**src/inc/seq_rom_pkg.sv**
```systemverilog
package seq_rom_pkg;

  // ----------------------------------------------------------------
  // Register map
  // ----------------------------------------------------------------
  localparam logic [23:0] PIN_FUNC_ADDR = 24'h300F66; // Byte register.
  localparam logic [23:0] AREA_SEL_ADDR = 24'h3A0100; // Halfword register.
  localparam logic [7:0] PIN_FUNC_RESET = 8'h00; // All pins as ports.
  localparam logic [15:0] AREA_SEL_RESET = 16'h0000; // Default area.
  localparam int PIN0_FIELD_LSB = 0; // Read strobe pin field.
  localparam int PIN1_FIELD_LSB = 2; // Lower latch enable pin field.
  localparam int PIN2_FIELD_LSB = 4; // Upper latch enable pin field.
  localparam int PIN_FIELD_BITS = 6; // Implemented bits of pin register.
  localparam int AREA_FIELD_BITS = 2; // Implemented area-select bits.

  // ----------------------------------------------------------------
  // Encodings
  // ----------------------------------------------------------------
  localparam logic [1:0] FUNC_PORT = 2'h0; // General port use.
  localparam logic [1:0] FUNC_ROM = 2'h1; // ROM signal on the pin.
  localparam logic [1:0] LE_UPPER_IN = 2'h3; // Upper address input.
  localparam logic [1:0] LE_STANDBY = 2'h2; // Standby.
  localparam logic [1:0] LE_LOWER_IN = 2'h1; // Lower address input.
  localparam logic [1:0] LE_ACTIVE = 2'h0; // Active read.
  localparam logic [1:0] MAP_MODE_0 = 2'h0; // Default chip-enable map.
  localparam logic [1:0] MAP_MODE_1 = 2'h1; // Second chip-enable map.

  // Chip-enable line numbers per area code, one table for map 0 and one for map 1, which map 1x also uses.
  localparam logic [4:0] CE_M0_A3 = 5'h09;
  localparam logic [4:0] CE_M0_A2 = 5'h08;
  localparam logic [4:0] CE_M0_A1 = 5'h07;
  localparam logic [4:0] CE_M0_A0 = 5'h05;
  localparam logic [4:0] CE_M1_A3 = 5'h11;
  localparam logic [4:0] CE_M1_A2 = 5'h0E;
  localparam logic [4:0] CE_M1_A1 = 5'h0D;
  localparam logic [4:0] CE_M1_A0 = 5'h0F;
  localparam logic [4:0] CE_M2_A3X = 5'h12; // Paired line in map 1x.
  localparam logic [4:0] CE_M2_A0X = 5'h10; // Paired line in map 1x.

  // ----------------------------------------------------------------
  // Carriers
  // ----------------------------------------------------------------
  // One CPU bus cycle as seen by the block.
  typedef struct packed {
    logic rd;
    logic wr;
    logic [2:1] addr;
  } bus_cycle_t;

  // One access to the control registers.
  typedef struct packed {
    logic rd;
    logic wr;
    logic [23:0] addr;
    logic [15:0] wdata;
  } reg_req_t;

endpackage

```
**src/hw/sequential_rom_interface.sv**
```systemverilog
`timescale 1ns/1ps

// ------------------------------------------------------------------
// Small FIFO for ROM read data
// ------------------------------------------------------------------
module seq_rom_fifo #(
  parameter int WIDTH = 16,
  parameter int DEPTH = 4
) (
  input wire logic clk_i,
  input wire logic reset_n_i,
  input wire logic in_valid_i,
  output logic in_ready_o,
  input wire logic [WIDTH-1:0] in_data_i,
  output logic out_valid_o,
  input wire logic out_ready_i,
  output logic [WIDTH-1:0] out_data_o
);
  localparam int AW = (DEPTH > 1) ? $clog2(DEPTH) : 1;

  // Pointers and fill count; the words sit in a plain array.
  typedef struct packed {
    logic [AW-1:0] wr_ptr;
    logic [AW-1:0] rd_ptr;
    logic [AW:0] count;
    logic not_empty; // Registered copy of a non-zero count.
  } fifo_state_t;

  fifo_state_t state_reg; // Registered pointers.
  fifo_state_t state_next; // Next pointers.
  logic [WIDTH-1:0] mem [DEPTH]; // Data storage.
  logic push; // Word accepted this cycle.
  logic pop; // Word delivered this cycle.

  assign in_ready_o = (state_reg.count != (AW+1)'(DEPTH));
  assign out_valid_o = state_reg.not_empty;
  assign out_data_o = mem[state_reg.rd_ptr];
  assign push = in_valid_i && in_ready_o;
  assign pop = out_valid_o && out_ready_i;

  // Advance the pointers; wrap explicitly so any depth works.
  always_comb begin
    state_next = state_reg;
    if (push) begin
      state_next.wr_ptr = (state_reg.wr_ptr == AW'(DEPTH-1)) ? '0 : state_reg.wr_ptr + 1'b1;
    end
    if (pop) begin
      state_next.rd_ptr = (state_reg.rd_ptr == AW'(DEPTH-1)) ? '0 : state_reg.rd_ptr + 1'b1;
    end
    if (push && !pop) begin
      state_next.count = state_reg.count + 1'b1;
    end else if (pop && !push) begin
      state_next.count = state_reg.count - 1'b1;
    end
    // Valid comes from its own flop, so the output does not ripple.
    state_next.not_empty = (state_next.count != '0);
  end

  // Storage needs no reset; empty is tracked by the count.
  always_ff @(posedge clk_i) begin
    if (push) begin
      mem[state_reg.wr_ptr] <= in_data_i;
    end
  end

  // Pointer registers.
  always_ff @(posedge clk_i or negedge reset_n_i) begin
    if (!reset_n_i) begin
      state_reg <= '0;
    end else begin
      state_reg <= state_next;
    end
  end
endmodule // seq_rom_fifo

// ------------------------------------------------------------------
// Sequential ROM interface top
// ------------------------------------------------------------------
module sequential_rom_interface #(
  parameter int DATA_WIDTH = 16,
  parameter int FIFO_DEPTH = 4
) (
  input wire logic clk_i,
  input wire logic reset_n_i,
  input wire logic hot_start_i,
  input wire seq_rom_pkg::reg_req_t reg_req_i,
  output logic [15:0] reg_rdata_o,
  input wire seq_rom_pkg::bus_cycle_t bus_cycle_i,
  input wire logic [18:0] ce_n_i,
  input wire logic [1:0] chip_enable_map_mode_i,
  output logic bus_wait_o,
  input wire logic [DATA_WIDTH-1:0] rom_data_i,
  output logic [DATA_WIDTH-1:0] rd_data_o,
  output logic rd_valid_o,
  input wire logic rd_ready_i,
  input wire logic [2:0] gpio_out_i,
  input wire logic [2:0] gpio_oe_i,
  output logic [2:0] gpio_in_o,
  input wire logic [2:0] pin_in_i,
  output logic [2:0] pin_out_o,
  output logic [2:0] pin_oe_o
);

  // ----------------------------------------------------------------
  // State
  // ----------------------------------------------------------------
  // Cleared by any reset, except le (standby) and the strobe (high).
  typedef struct packed {
    logic [seq_rom_pkg::AREA_FIELD_BITS-1:0] area_sel;
    logic [1:0] le; // Upper enable in bit 1, lower in bit 0.
    logic rd_strobe_n; // Registered read strobe.
    logic rd_hit_d; // Area read seen last cycle.
    logic [DATA_WIDTH-1:0] rom_data; // Last word sampled in a read.
    logic [15:0] rdata; // Register read data.
    logic [2:0] pin_out;
    logic [2:0] pin_oe;
    logic [2:0] gpio_in;
    logic fifo_full; // High while the FIFO cannot take a word.
  } ctrl_state_t;

  // The pin register survives a hot start, so it has its own flops.
  typedef struct packed {
    logic [seq_rom_pkg::PIN_FIELD_BITS-1:0] pin_func;
  } keep_state_t;

  ctrl_state_t state_reg; // Registered control state.
  ctrl_state_t state_next; // Next control state.
  keep_state_t keep_reg; // Registered pin functions.
  keep_state_t keep_next; // Next pin functions.
  logic area_hit; // Selected chip-enable line is active.
  logic rd_hit; // Read cycle to the ROM area.
  logic wr_hit; // Write cycle to the ROM area.
  logic fifo_in_ready; // FIFO can accept a word.
  logic fifo_push; // Word leaves a finished read.
  logic [1:0] f0; // Read strobe pin field.
  logic [1:0] f1; // Lower latch pin field.
  logic [1:0] f2; // Upper latch pin field.
  logic [2:0] rom_sig; // ROM-side pin levels.
  logic [2:0] rom_on; // Pin is given to the ROM.

  // ----------------------------------------------------------------
  // Area decode
  // ----------------------------------------------------------------
  // Chip-enable lines are active low; map 1x pairs two lines.
  always_comb begin
    area_hit = 1'b0;
    unique case (chip_enable_map_mode_i)
      seq_rom_pkg::MAP_MODE_0: begin
        unique case (state_reg.area_sel)
          2'h3: area_hit = !ce_n_i[seq_rom_pkg::CE_M0_A3];
          2'h2: area_hit = !ce_n_i[seq_rom_pkg::CE_M0_A2];
          2'h1: area_hit = !ce_n_i[seq_rom_pkg::CE_M0_A1];
          2'h0: area_hit = !ce_n_i[seq_rom_pkg::CE_M0_A0];
        endcase
      end
      seq_rom_pkg::MAP_MODE_1: begin
        unique case (state_reg.area_sel)
          2'h3: area_hit = !ce_n_i[seq_rom_pkg::CE_M1_A3];
          2'h2: area_hit = !ce_n_i[seq_rom_pkg::CE_M1_A2];
          2'h1: area_hit = !ce_n_i[seq_rom_pkg::CE_M1_A1];
          2'h0: area_hit = !ce_n_i[seq_rom_pkg::CE_M1_A0];
        endcase
      end
      default: begin
        // Map 1x: the upper and lowest codes span two lines.
        unique case (state_reg.area_sel)
          2'h3: area_hit = !ce_n_i[seq_rom_pkg::CE_M1_A3] ||
                           !ce_n_i[seq_rom_pkg::CE_M2_A3X];
          2'h2: area_hit = !ce_n_i[seq_rom_pkg::CE_M1_A2];
          2'h1: area_hit = !ce_n_i[seq_rom_pkg::CE_M1_A1];
          2'h0: area_hit = !ce_n_i[seq_rom_pkg::CE_M1_A0] ||
                           !ce_n_i[seq_rom_pkg::CE_M2_A0X];
        endcase
      end
    endcase
  end

  assign rd_hit = area_hit && bus_cycle_i.rd;
  assign wr_hit = area_hit && bus_cycle_i.wr;
  // A read pushes its word when the cycle ends, so the last sample wins.
  assign fifo_push = state_reg.rd_hit_d && !rd_hit;

  assign f0 = keep_reg.pin_func[seq_rom_pkg::PIN0_FIELD_LSB +: 2];
  assign f1 = keep_reg.pin_func[seq_rom_pkg::PIN1_FIELD_LSB +: 2];
  assign f2 = keep_reg.pin_func[seq_rom_pkg::PIN2_FIELD_LSB +: 2];
  // Reserved codes leave the pin as a port, the safe choice.
  assign rom_on = {f2 == seq_rom_pkg::FUNC_ROM, f1 == seq_rom_pkg::FUNC_ROM,
                   f0 == seq_rom_pkg::FUNC_ROM};

  // ----------------------------------------------------------------
  // Next-state logic
  // ----------------------------------------------------------------
  always_comb begin
    state_next = state_reg;
    keep_next = keep_reg;
    state_next.rd_hit_d = rd_hit;
    if (rd_hit) begin
      state_next.rom_data = rom_data_i;
    end
    // Strobe low only while the area is being read.
    state_next.rd_strobe_n = !rd_hit;
    if (rd_hit) begin
      // Reads ignore address bits 2:1 and keep the ROM active.
      state_next.le = seq_rom_pkg::LE_ACTIVE;
    end else if (wr_hit) begin
      // 11 upper input, 10 standby, 01 lower input, 00 active.
      state_next.le = bus_cycle_i.addr;
    end
    // Register writes; halfword register takes the low two bits.
    if (reg_req_i.wr && reg_req_i.addr == seq_rom_pkg::PIN_FUNC_ADDR) begin
      keep_next.pin_func = reg_req_i.wdata[seq_rom_pkg::PIN_FIELD_BITS-1:0];
    end
    if (reg_req_i.wr && reg_req_i.addr == seq_rom_pkg::AREA_SEL_ADDR) begin
      state_next.area_sel = reg_req_i.wdata[seq_rom_pkg::AREA_FIELD_BITS-1:0];
    end
    // Register reads; reserved bits and unmapped addresses give zero.
    state_next.rdata = 16'h0000;
    if (reg_req_i.rd && reg_req_i.addr == seq_rom_pkg::PIN_FUNC_ADDR) begin
      state_next.rdata = {10'h000, keep_reg.pin_func};
    end else if (reg_req_i.rd && reg_req_i.addr == seq_rom_pkg::AREA_SEL_ADDR) begin
      state_next.rdata = {14'h0000, state_reg.area_sel};
    end
    // Pin multiplexer: ROM levels or the general port.
    rom_sig = {state_next.le, state_next.rd_strobe_n};
    state_next.pin_out = (rom_on & rom_sig) | (~rom_on & gpio_out_i);
    state_next.pin_oe = rom_on | gpio_oe_i;
    state_next.gpio_in = pin_in_i;
    // Hold off new reads while the FIFO is full.
    state_next.fifo_full = !fifo_in_ready;
  end

  // ----------------------------------------------------------------
  // Registers
  // ----------------------------------------------------------------
  // Control flops: constants under reset, standby on the ROM side.
  always_ff @(posedge clk_i or negedge reset_n_i) begin
    if (!reset_n_i) begin
      state_reg <= '0;
      state_reg.area_sel <= seq_rom_pkg::AREA_SEL_RESET[1:0];
      state_reg.le <= seq_rom_pkg::LE_STANDBY;
      state_reg.rd_strobe_n <= 1'b1;
    end else begin
      state_reg <= state_next;
    end
  end

  // Pin register: a cold reset clears it while the clock runs during
  // reset; a hot start leaves it alone. An async clear would lose it.
  always_ff @(posedge clk_i) begin
    if (!reset_n_i) begin
      if (!hot_start_i) begin
        keep_reg.pin_func <= seq_rom_pkg::PIN_FUNC_RESET[5:0];
      end
    end else begin
      keep_reg <= keep_next;
    end
  end

  // ----------------------------------------------------------------
  // Read data buffer
  // ----------------------------------------------------------------
  // Output data comes from the FIFO array, itself a flop store.
  seq_rom_fifo #(
    .WIDTH(DATA_WIDTH),
    .DEPTH(FIFO_DEPTH)
  ) u_fifo (
    .clk_i(clk_i),
    .reset_n_i(reset_n_i),
    .in_valid_i(fifo_push),
    .in_ready_o(fifo_in_ready),
    .in_data_i(state_reg.rom_data),
    .out_valid_o(rd_valid_o),
    .out_ready_i(rd_ready_i),
    .out_data_o(rd_data_o)
  );

  assign reg_rdata_o = state_reg.rdata;
  assign bus_wait_o = state_reg.fifo_full;
  assign pin_out_o = state_reg.pin_out;
  assign pin_oe_o = state_reg.pin_oe;
  assign gpio_in_o = state_reg.gpio_in;

endmodule // sequential_rom_interface

```
**config.mk**
```make
export PLATFORM = sky130hd
export DESIGN_NAME = sequential_rom_interface
export DESIGN_NICKNAME = d
export VERILOG_FILES = /design/src/inc/seq_rom_pkg.sv /design/src/hw/sequential_rom_interface.sv
export SDC_FILE = /design/constraint.sdc
export NUM_CORES = 1
export LEC_CHECK = 0
export BUFFER_PORTS_ARGS = -buffer_cell sky130_fd_sc_hd__buf_2
export CAP_MARGIN = 10
export CORE_MARGIN = 1
export CORE_UTILIZATION = 56
export DETAILED_ROUTE_END_ITERATION = 10
export PLACE_DENSITY = 0.95
export SETUP_SLACK_MARGIN = 0.05
export SYNTH_ARGS = -nofsm -noshare
export SYNTH_HDL_FRONTEND = slang
export SYNTH_HIERARCHICAL = 1
export SYNTH_SLANG_ARGS = --single-unit
```
**constraint.sdc**
```tcl
create_clock -name clk_i -period 5 [get_ports clk_i]
set_input_delay 1 -clock clk_i [delete_from_list [all_inputs] [get_ports clk_i]]
set_output_delay 1 -clock clk_i [all_outputs]
set_load 0.01 [all_outputs]
```
==> results.sh, run 1 <==
export IMPL_layout_commonest_cell="buf_2"
export IMPL_coreArea_sq_um=8260
export IMPL_finalSetupViolations=0
export IMPL_worst_pin_slew_ns=1.11
export IMPL_die_w_microns=94.8
export IMPL_ys_seq_area_share_pct=67.0
export IMPL_worstSetupEndpoint="rd_data_o[3]"
export IMPL_fin_crit_ns=3.37
export IMPL_ys_types=47
export IMPL_track_usage_pct=23.0
export IMPL_hold_class="reg -> reg"
export IMPL_crit_slowest_cell="dfrtp_1"
export IMPL_slew_limit_headroom_pct=26.0
export IMPL_antenna_cells=0
export IMPL_required_ns=4.00
export IMPL_fin_hold_ws_ns=0.506
export IMPL_busiest_layer="met2"
export IMPL_antenna_found_initial=1
export IMPL_cp_end_kind="output pin"
export IMPL_power_leakage_nw=2.48
export IMPL_ctsResizeCount=0
export IMPL_clock_root_buffer="clkbuf_8"
export IMPL_worstPathBufferInverterCount=1
export IMPL_crit_fanout=19
export IMPL_status="complete, no violations"
export IMPL_cts_htree_levels=4
export IMPL_numCtsBuffers=17
export IMPL_grt_pass1_vias=3033
export IMPL_synthArstFlopShare_pct=39.1
export IMPL_viasPerCell=5.39
export IMPL_grt_pass1_wl_mm=14.7
export IMPL_clk_pin_slew_ns=0.06
export IMPL_synth_edf_count=70
export IMPL_crit_cells=2
export IMPL_post_cts_setup_buffers=0
export IMPL_use_met1_pct=24.6
export IMPL_ys_warn_count=6
export IMPL_skew_ns=0.00941
export IMPL_dr_pass1_iters=6
export IMPL_cts_num_sinks=115
export IMPL_startpoint_type="flip-flop"
export IMPL_dieArea_sq_um=8980
export IMPL_multiInputGateArea_sq_um=1370
export IMPL_cp_arrival_ns=2.37
export IMPL_fmax_mhz=296
export IMPL_area_growth_syn_to_layout_pct=23.0
export IMPL_n_fill_cell=532
export IMPL_cts_tree="yes"
export IMPL_syn_area_per_cell_sq_um=16.5
export IMPL_initial_core_util_pct=58.4
export IMPL_drtIter0Drc=89
export IMPL_r2r_start="state_reg[46]"
export IMPL_synth_seq_cells=115
export IMPL_grt_use_met2_pct=41.5
export IMPL_drcViolationCount=0
export IMPL_max_cap_violations=0
export IMPL_r2r_end="u_fifo/mem[2][4]"
export IMPL_avgRoutedWirePerCell_microns=18.2
export IMPL_grt_start_max_net_pins=54
export IMPL_drive_gt1_share_pct=45.3
export IMPL_finalSetupTns_ns=0
export IMPL_ant_nets=0
export IMPL_reg2reg_slack_ns=1.87
export IMPL_largest_reg_flops=64
export IMPL_period_share_pct=67.5
export IMPL_crit_chain="mux4_2 > buf_2"
export IMPL_hpwl_mm=5.92
export IMPL_gr_usage_met3_pct=6.92
export IMPL_clk_latency_ns=0.51
export IMPL_fp_dieH_microns=94.8
export IMPL_max_stage_delay_ns=1.08
export IMPL_routed_wirelength_mm=9.42
export IMPL_grt_overflow_total=0
export IMPL_ctsLongestPathBuffers=2
export IMPL_cts_hold_buf=0
export IMPL_cp_startpoint="u_fifo/state_reg[4]"
export IMPL_io_pins=139
export IMPL_syn_cell_area_sq_um=4820
export IMPL_rows=33
export IMPL_path_delay_family="flip-flops"
export IMPL_dr_total_vias=2793
export IMPL_p_per_area_nw_per_um2=523
export IMPL_gp_congestion=0.774
export IMPL_seq_area_sq_um=3230
export IMPL_rsz0062_at_grt="false"
export IMPL_port_buffers=109
export IMPL_final_nets=504
export IMPL_ir_drop_mv=0.296
export IMPL_yosys_most_used_dff="edfxtp_1"
export IMPL_hold_viol=0
export IMPL_criticalPathCategory="reg -> out"
export IMPL_maxSlewViolCount=0
export IMPL_layout_common_cells="buf_2, edfxtp_1, dfrtp_1, mux4_2, clkbuf_16"
export IMPL_reg2regPathDepth=7
export IMPL_synthCells=293
-- cell type report --
| type | instances | area share [%] |
|---|---|---|
| Inverter | 7 | 0.443 |
| Multi-Input combinational cell | 149 | 23.1 |
| Tap cell | 105 | 2.22 |
| Sequential cell | 115 | 54.5 |
| Clock buffer | 18 | 7.05 |
| Clock inverter | 14 | 3.44 |
| Timing Repair Buffer | 110 | 9.33 |
-- cell usage after synthesis (all sizes together), types with 2 or more instances --
master,count,area (sq um)
edfxtp,70,2100
dfrtp,44,1100
buf,30,228
mux2,20,251
mux4,17,383
and2,12,75.1
ha,8,100
nand3,8,57.6
nor2,8,30.0
inv,7,26.3
o21ai,7,35.0
and3,6,37.5
nand2,6,22.5
nand4,6,37.5
nor2b,5,31.3
nand2b,4,25.0
nor3,4,20.0
a31oi,3,18.8
or2,3,18.8
a21boi,2,26.3
a21oi,2,13.8
a22oi,2,15.0
a31o,2,17.5
nor4,2,12.5
or3,2,13.8
xnor2,2,17.5
-- how the worst min path moves through the flow --
| stage | startpoint | to | slack [ns] | cells past startpoint |
|---|---|---|---|---|
| 5_1_grt | state_reg[35] | u_fifo/mem[0][9] | 0.54 | 0 |
| 3_5_place_dp | keep_reg[5] | reg_rdata_o[5] | 0.50 | 1 |
| 3_3_place_gp | state_reg[31] | u_fifo/mem[1][5] | 0.48 | 0 |
| 4_1_cts | state_reg[37] | u_fifo/mem[2][11] | 0.51 | 0 |
| 2_1_floorplan | state_reg[36] | u_fifo/mem[0][10] | 0.47 | 0 |
| 6_report | state_reg[37] | u_fifo/mem[2][11] | 0.51 | 0 |
-- report_power, final --
| part | switching [mW] | internal [mW] |
|---|---|---|
| Sequential | 0.143 | 1.15 |
| Combinational | 0.249 | 0.299 |
| Clock | 0.440 | 0.815 |
| Total | 0.832 | 2.27 |
-- per-layer routing --
layer | part of all wire, % | vias up | wire, microns
li1 | - | 1285 | -
met1 | 37 | 1378 | 3520
met2 | 56 | 112 | 5230
met3 | 5.3 | 18 | 499
met4 | 1.8 | 0 | 168
met5 | 0 | - | 0
-- metrics by stage --
stage | utilization [%] | cell area [sq um] | std cells | setup WS [ns] | power, mW
2_1_floorplan | - | 4850 | 302 | 1.78 | 1.66
3_3_place_gp | 64.3 | 5310 | 486 | 1.47 | 1.81
3_5_place_dp | 64.3 | 5310 | 486 | 1.39 | 1.85
4_1_cts | 71.8 | 5930 | 518 | 1.53 | 3.13
5_1_grt | 71.8 | 5930 | 518 | 1.44 | 3.23
6_report | 71.8 | 5930 | 518 | 1.63 | 3.10
-- kinds of logic after synthesis --
logic type / count (synthesis) / synth area share, %
buffers and inverters: 38 / 5.35
adders and majority gates: 8 / 2.08
other: 1 / 0.0778
xor gates and xnor gates: 2 / 0.363
and+or+nand+nor: 70 / 8.62
AOI/OAI and AO/OA: 21 / 3.17
DFF: 115 / 67.0
muxes: 38 / 13.4
Note: power is estimated with default switching activity, not from simulation.
==> inputs of run 2 (changes only) <==
ABC_AREA = 1   (was default)
CORE_UTILIZATION = 52   (was 56)
PLACE_DENSITY = 0.9   (was 0.95)
clock period = 3.3 ns   (was 5 ns; I/O delays follow)
==> results.sh, run 2 <==
export IMPL_grt_pass1_vias=3607
export IMPL_synth_simple_area_share_pct=17.7
export IMPL_largest_reg_flops=64
export IMPL_synth_top_family_by_area="simple AND/OR/NAND/NOR gates"
export IMPL_dr_pass1_iters=4
export IMPL_clk_latency_ns=0.50
export IMPL_rsz0062_at_grt="false"
export IMPL_synth_mux_area_share_pct=0
export IMPL_antenna_cells=0
export IMPL_post_cts_setup_buffers=0
export IMPL_port_buffers=109
export IMPL_synth_top_area_share_pct=42.2
export IMPL_fin_crit_ns=2.94
export IMPL_final_nets=673
export IMPL_crit_fanout=18
export IMPL_ys_types=31
export IMPL_r2r_end="u_fifo/mem[2][13]"
export IMPL_layout_common_cells="buf_2, nand2_1, edfxtp_1, nor2_1, dfrtp_1"
export IMPL_antenna_found_initial=1
export IMPL_worstSetupEndpoint="rd_data_o[1]"
export IMPL_cts_hold_buf=0
export IMPL_p_per_area_nw_per_um2=764
export IMPL_power_leakage_nw=2.79
export IMPL_fp_dieH_microns=99.8
export IMPL_cts_htree_levels=4
export IMPL_cp_arrival_ns=2.28
export IMPL_layout_commonest_cell="buf_2"
export IMPL_cts_tree="yes"
export IMPL_criticalPathCategory="reg -> out"
export IMPL_fmax_mhz=340
export IMPL_slew_limit_headroom_pct=42.6
export IMPL_reg2reg_slack_ns=0.72
export IMPL_finalSetupTns_ns=0
export IMPL_synth_xor_area_share_pct=0
export IMPL_ys_warn_count=6
export IMPL_ctsLongestPathBuffers=2
export IMPL_rows=35
export IMPL_yosys_top_cells_area="edfxtp_1, dfrtp_1, nand2_1"
export IMPL_grt_overflow_total=0
export IMPL_synthAdderAreaFrac_pct=2.01
export IMPL_period_share_pct=89.2
export IMPL_max_cap_violations=0
export IMPL_required_ns=2.64
export IMPL_ctsResizeCount=0
export IMPL_avgRoutedWirePerCell_microns=14.6
export IMPL_ant_nets=0
export IMPL_numCtsBuffers=17
export IMPL_synth_most_common_cell="nand2_1"
export IMPL_initial_core_util_pct=53.9
export IMPL_ir_drop_mv=0.344
export IMPL_gp_congestion=0.824
export IMPL_maxSlewViolCount=0
export IMPL_track_usage_pct=22.2
export IMPL_dieArea_sq_um=9970
export IMPL_io_pins=139
export IMPL_die_w_microns=99.8
export IMPL_r2r_start="state_reg[46]"
export IMPL_synthArstFlopShare_pct=39.1
export IMPL_worst_pin_slew_ns=0.852
export IMPL_clk_pin_slew_ns=0.06
export IMPL_synth_edf_count=70
export IMPL_drive_gt1_share_pct=29.2
export IMPL_synth_compound_area_share_pct=6.81
export IMPL_cp_startpoint="u_fifo/state_reg[5]"
export IMPL_n_fill_cell=703
export IMPL_finalSetupViolations=0
export IMPL_status="complete, no violations"
export IMPL_cp_end_kind="output pin"
export IMPL_yosys_most_used_dff="edfxtp_1"
export IMPL_dr_total_vias=3593
export IMPL_hold_class="in -> reg"
export IMPL_post_synth_top_area_cell="edfxtp_1"
export IMPL_ys_seq_area_share_pct=64.9
export IMPL_hpwl_mm=6.95
export IMPL_startpoint_type="flip-flop"
export IMPL_drcViolationCount=0
export IMPL_drtIter0Drc=174
export IMPL_cts_num_sinks=115
export IMPL_syn_cell_area_sq_um=4980
export IMPL_grt_start_max_net_pins=52
export IMPL_fin_util_pct=65.5
export IMPL_viasPerCell=5.05
export IMPL_clock_root_buffer="clkbuf_8"
export IMPL_syn_area_per_cell_sq_um=10.8
export IMPL_area_growth_syn_to_layout_pct=21.5
export IMPL_synth_common_cells="nand2_1, edfxtp_1, nor2_1, dfrtp_1, inv_1"
export IMPL_synth_seq_cells=115
export IMPL_grt_pass1_wl_mm=16.5
export IMPL_synthCells=463
export IMPL_coreArea_sq_um=9240
export IMPL_hold_viol=0
export IMPL_reg2regPathDepth=10
export IMPL_routed_wirelength_mm=10.4
export IMPL_skew_ns=0.00895
[run 2: changes by cell type after synthesis, moves of 13 or more]
cell     before  now
mux2_2       13    0
nand2_1       6   94
o22ai_1       0   17
mux4_2       17    0
inv_1         7   38
nor2_1        8   57
o21ai_1       0   14
o21ai_0       7   28
[run 2: layout make-up]
cell class	count	area, sq um	share of cell area, %
clock buffers	17	414	6.85
clock inverters	15	133	2.19
inverters	42	160	2.65
multi-input cells	278	1360	22.5
flip-flops and latches	115	3230	53.4
well taps	129	161	2.67
repair buffers	115	591	9.76
[run 2: cell families after synthesis]
| kind of cell | count (synthesis) |
|---|---|
| AND/OR/NAND/NOR | 197 |
| flip-flops | 115 |
| buffers and inverters | 79 |
| AO/OA/AOI/OAI | 63 |
| adder cells (fa/ha/maj) | 8 |
| other | 1 |
[run 2: worst max-delay path, stage by stage, from the launching register on]
cell     delay, ns
dfrtp_1       0.61
inv_1         0.54
o21ai_0       0.24
o22ai_1       0.21
buf_2         0.17
[run 2: worst min-delay path by stage]
| stage | slack, ns | start | to | cells after the start |
|---|---|---|---|---|
| final | 0.26 | pin_in_i[0] | gpio_in_o[0] | 1 |
| after global routing | 0.24 | pin_in_i[1] | gpio_in_o[1] | 1 |
| after CTS | 0.24 | pin_in_i[1] | gpio_in_o[1] | 1 |
| after detailed placement | 0.50 | keep_reg[2] | reg_rdata_o[2] | 2 |
| after global placement | 0.49 | state_reg[31] | u_fifo/mem[0][5] | 0 |
| after floorplan | 0.36 | reset_n_i | bus_wait_o | 0 |
[run 2: where the power goes]
group,internal (mW),switching (mW)
Sequential,1.74,0.132
Clock,1.00,0.648
Combinational,0.398,0.703
Total,3.14,1.48
[run 2: layer usage]
metal | track usage [%] | wire, microns | vias to the layer above
met5 | 0 | 13 | -
met4 | 11.3 | 313 | 2
met3 | 7.03 | 691 | 28
met2 | 38.6 | 5410 | 138
met1 | 24.5 | 3970 | 1693
li1 | - | - | 1732
[run 2: through the flow]
step	setup slack, ns	instance area (sq um)	hold slack (ns)	total power, mW	instances
6_report	0.356	6050	0.265	4.62	711
5_1_grt	0.276	6050	0.239	4.86	711
4_1_cts	0.392	6050	0.245	4.66	711
3_5_place_dp	0.455	5500	0.497	2.98	679
3_3_place_gp	0.594	5500	0.487	2.91	679
2_1_floorplan	0.529	5010	0.364	2.61	472
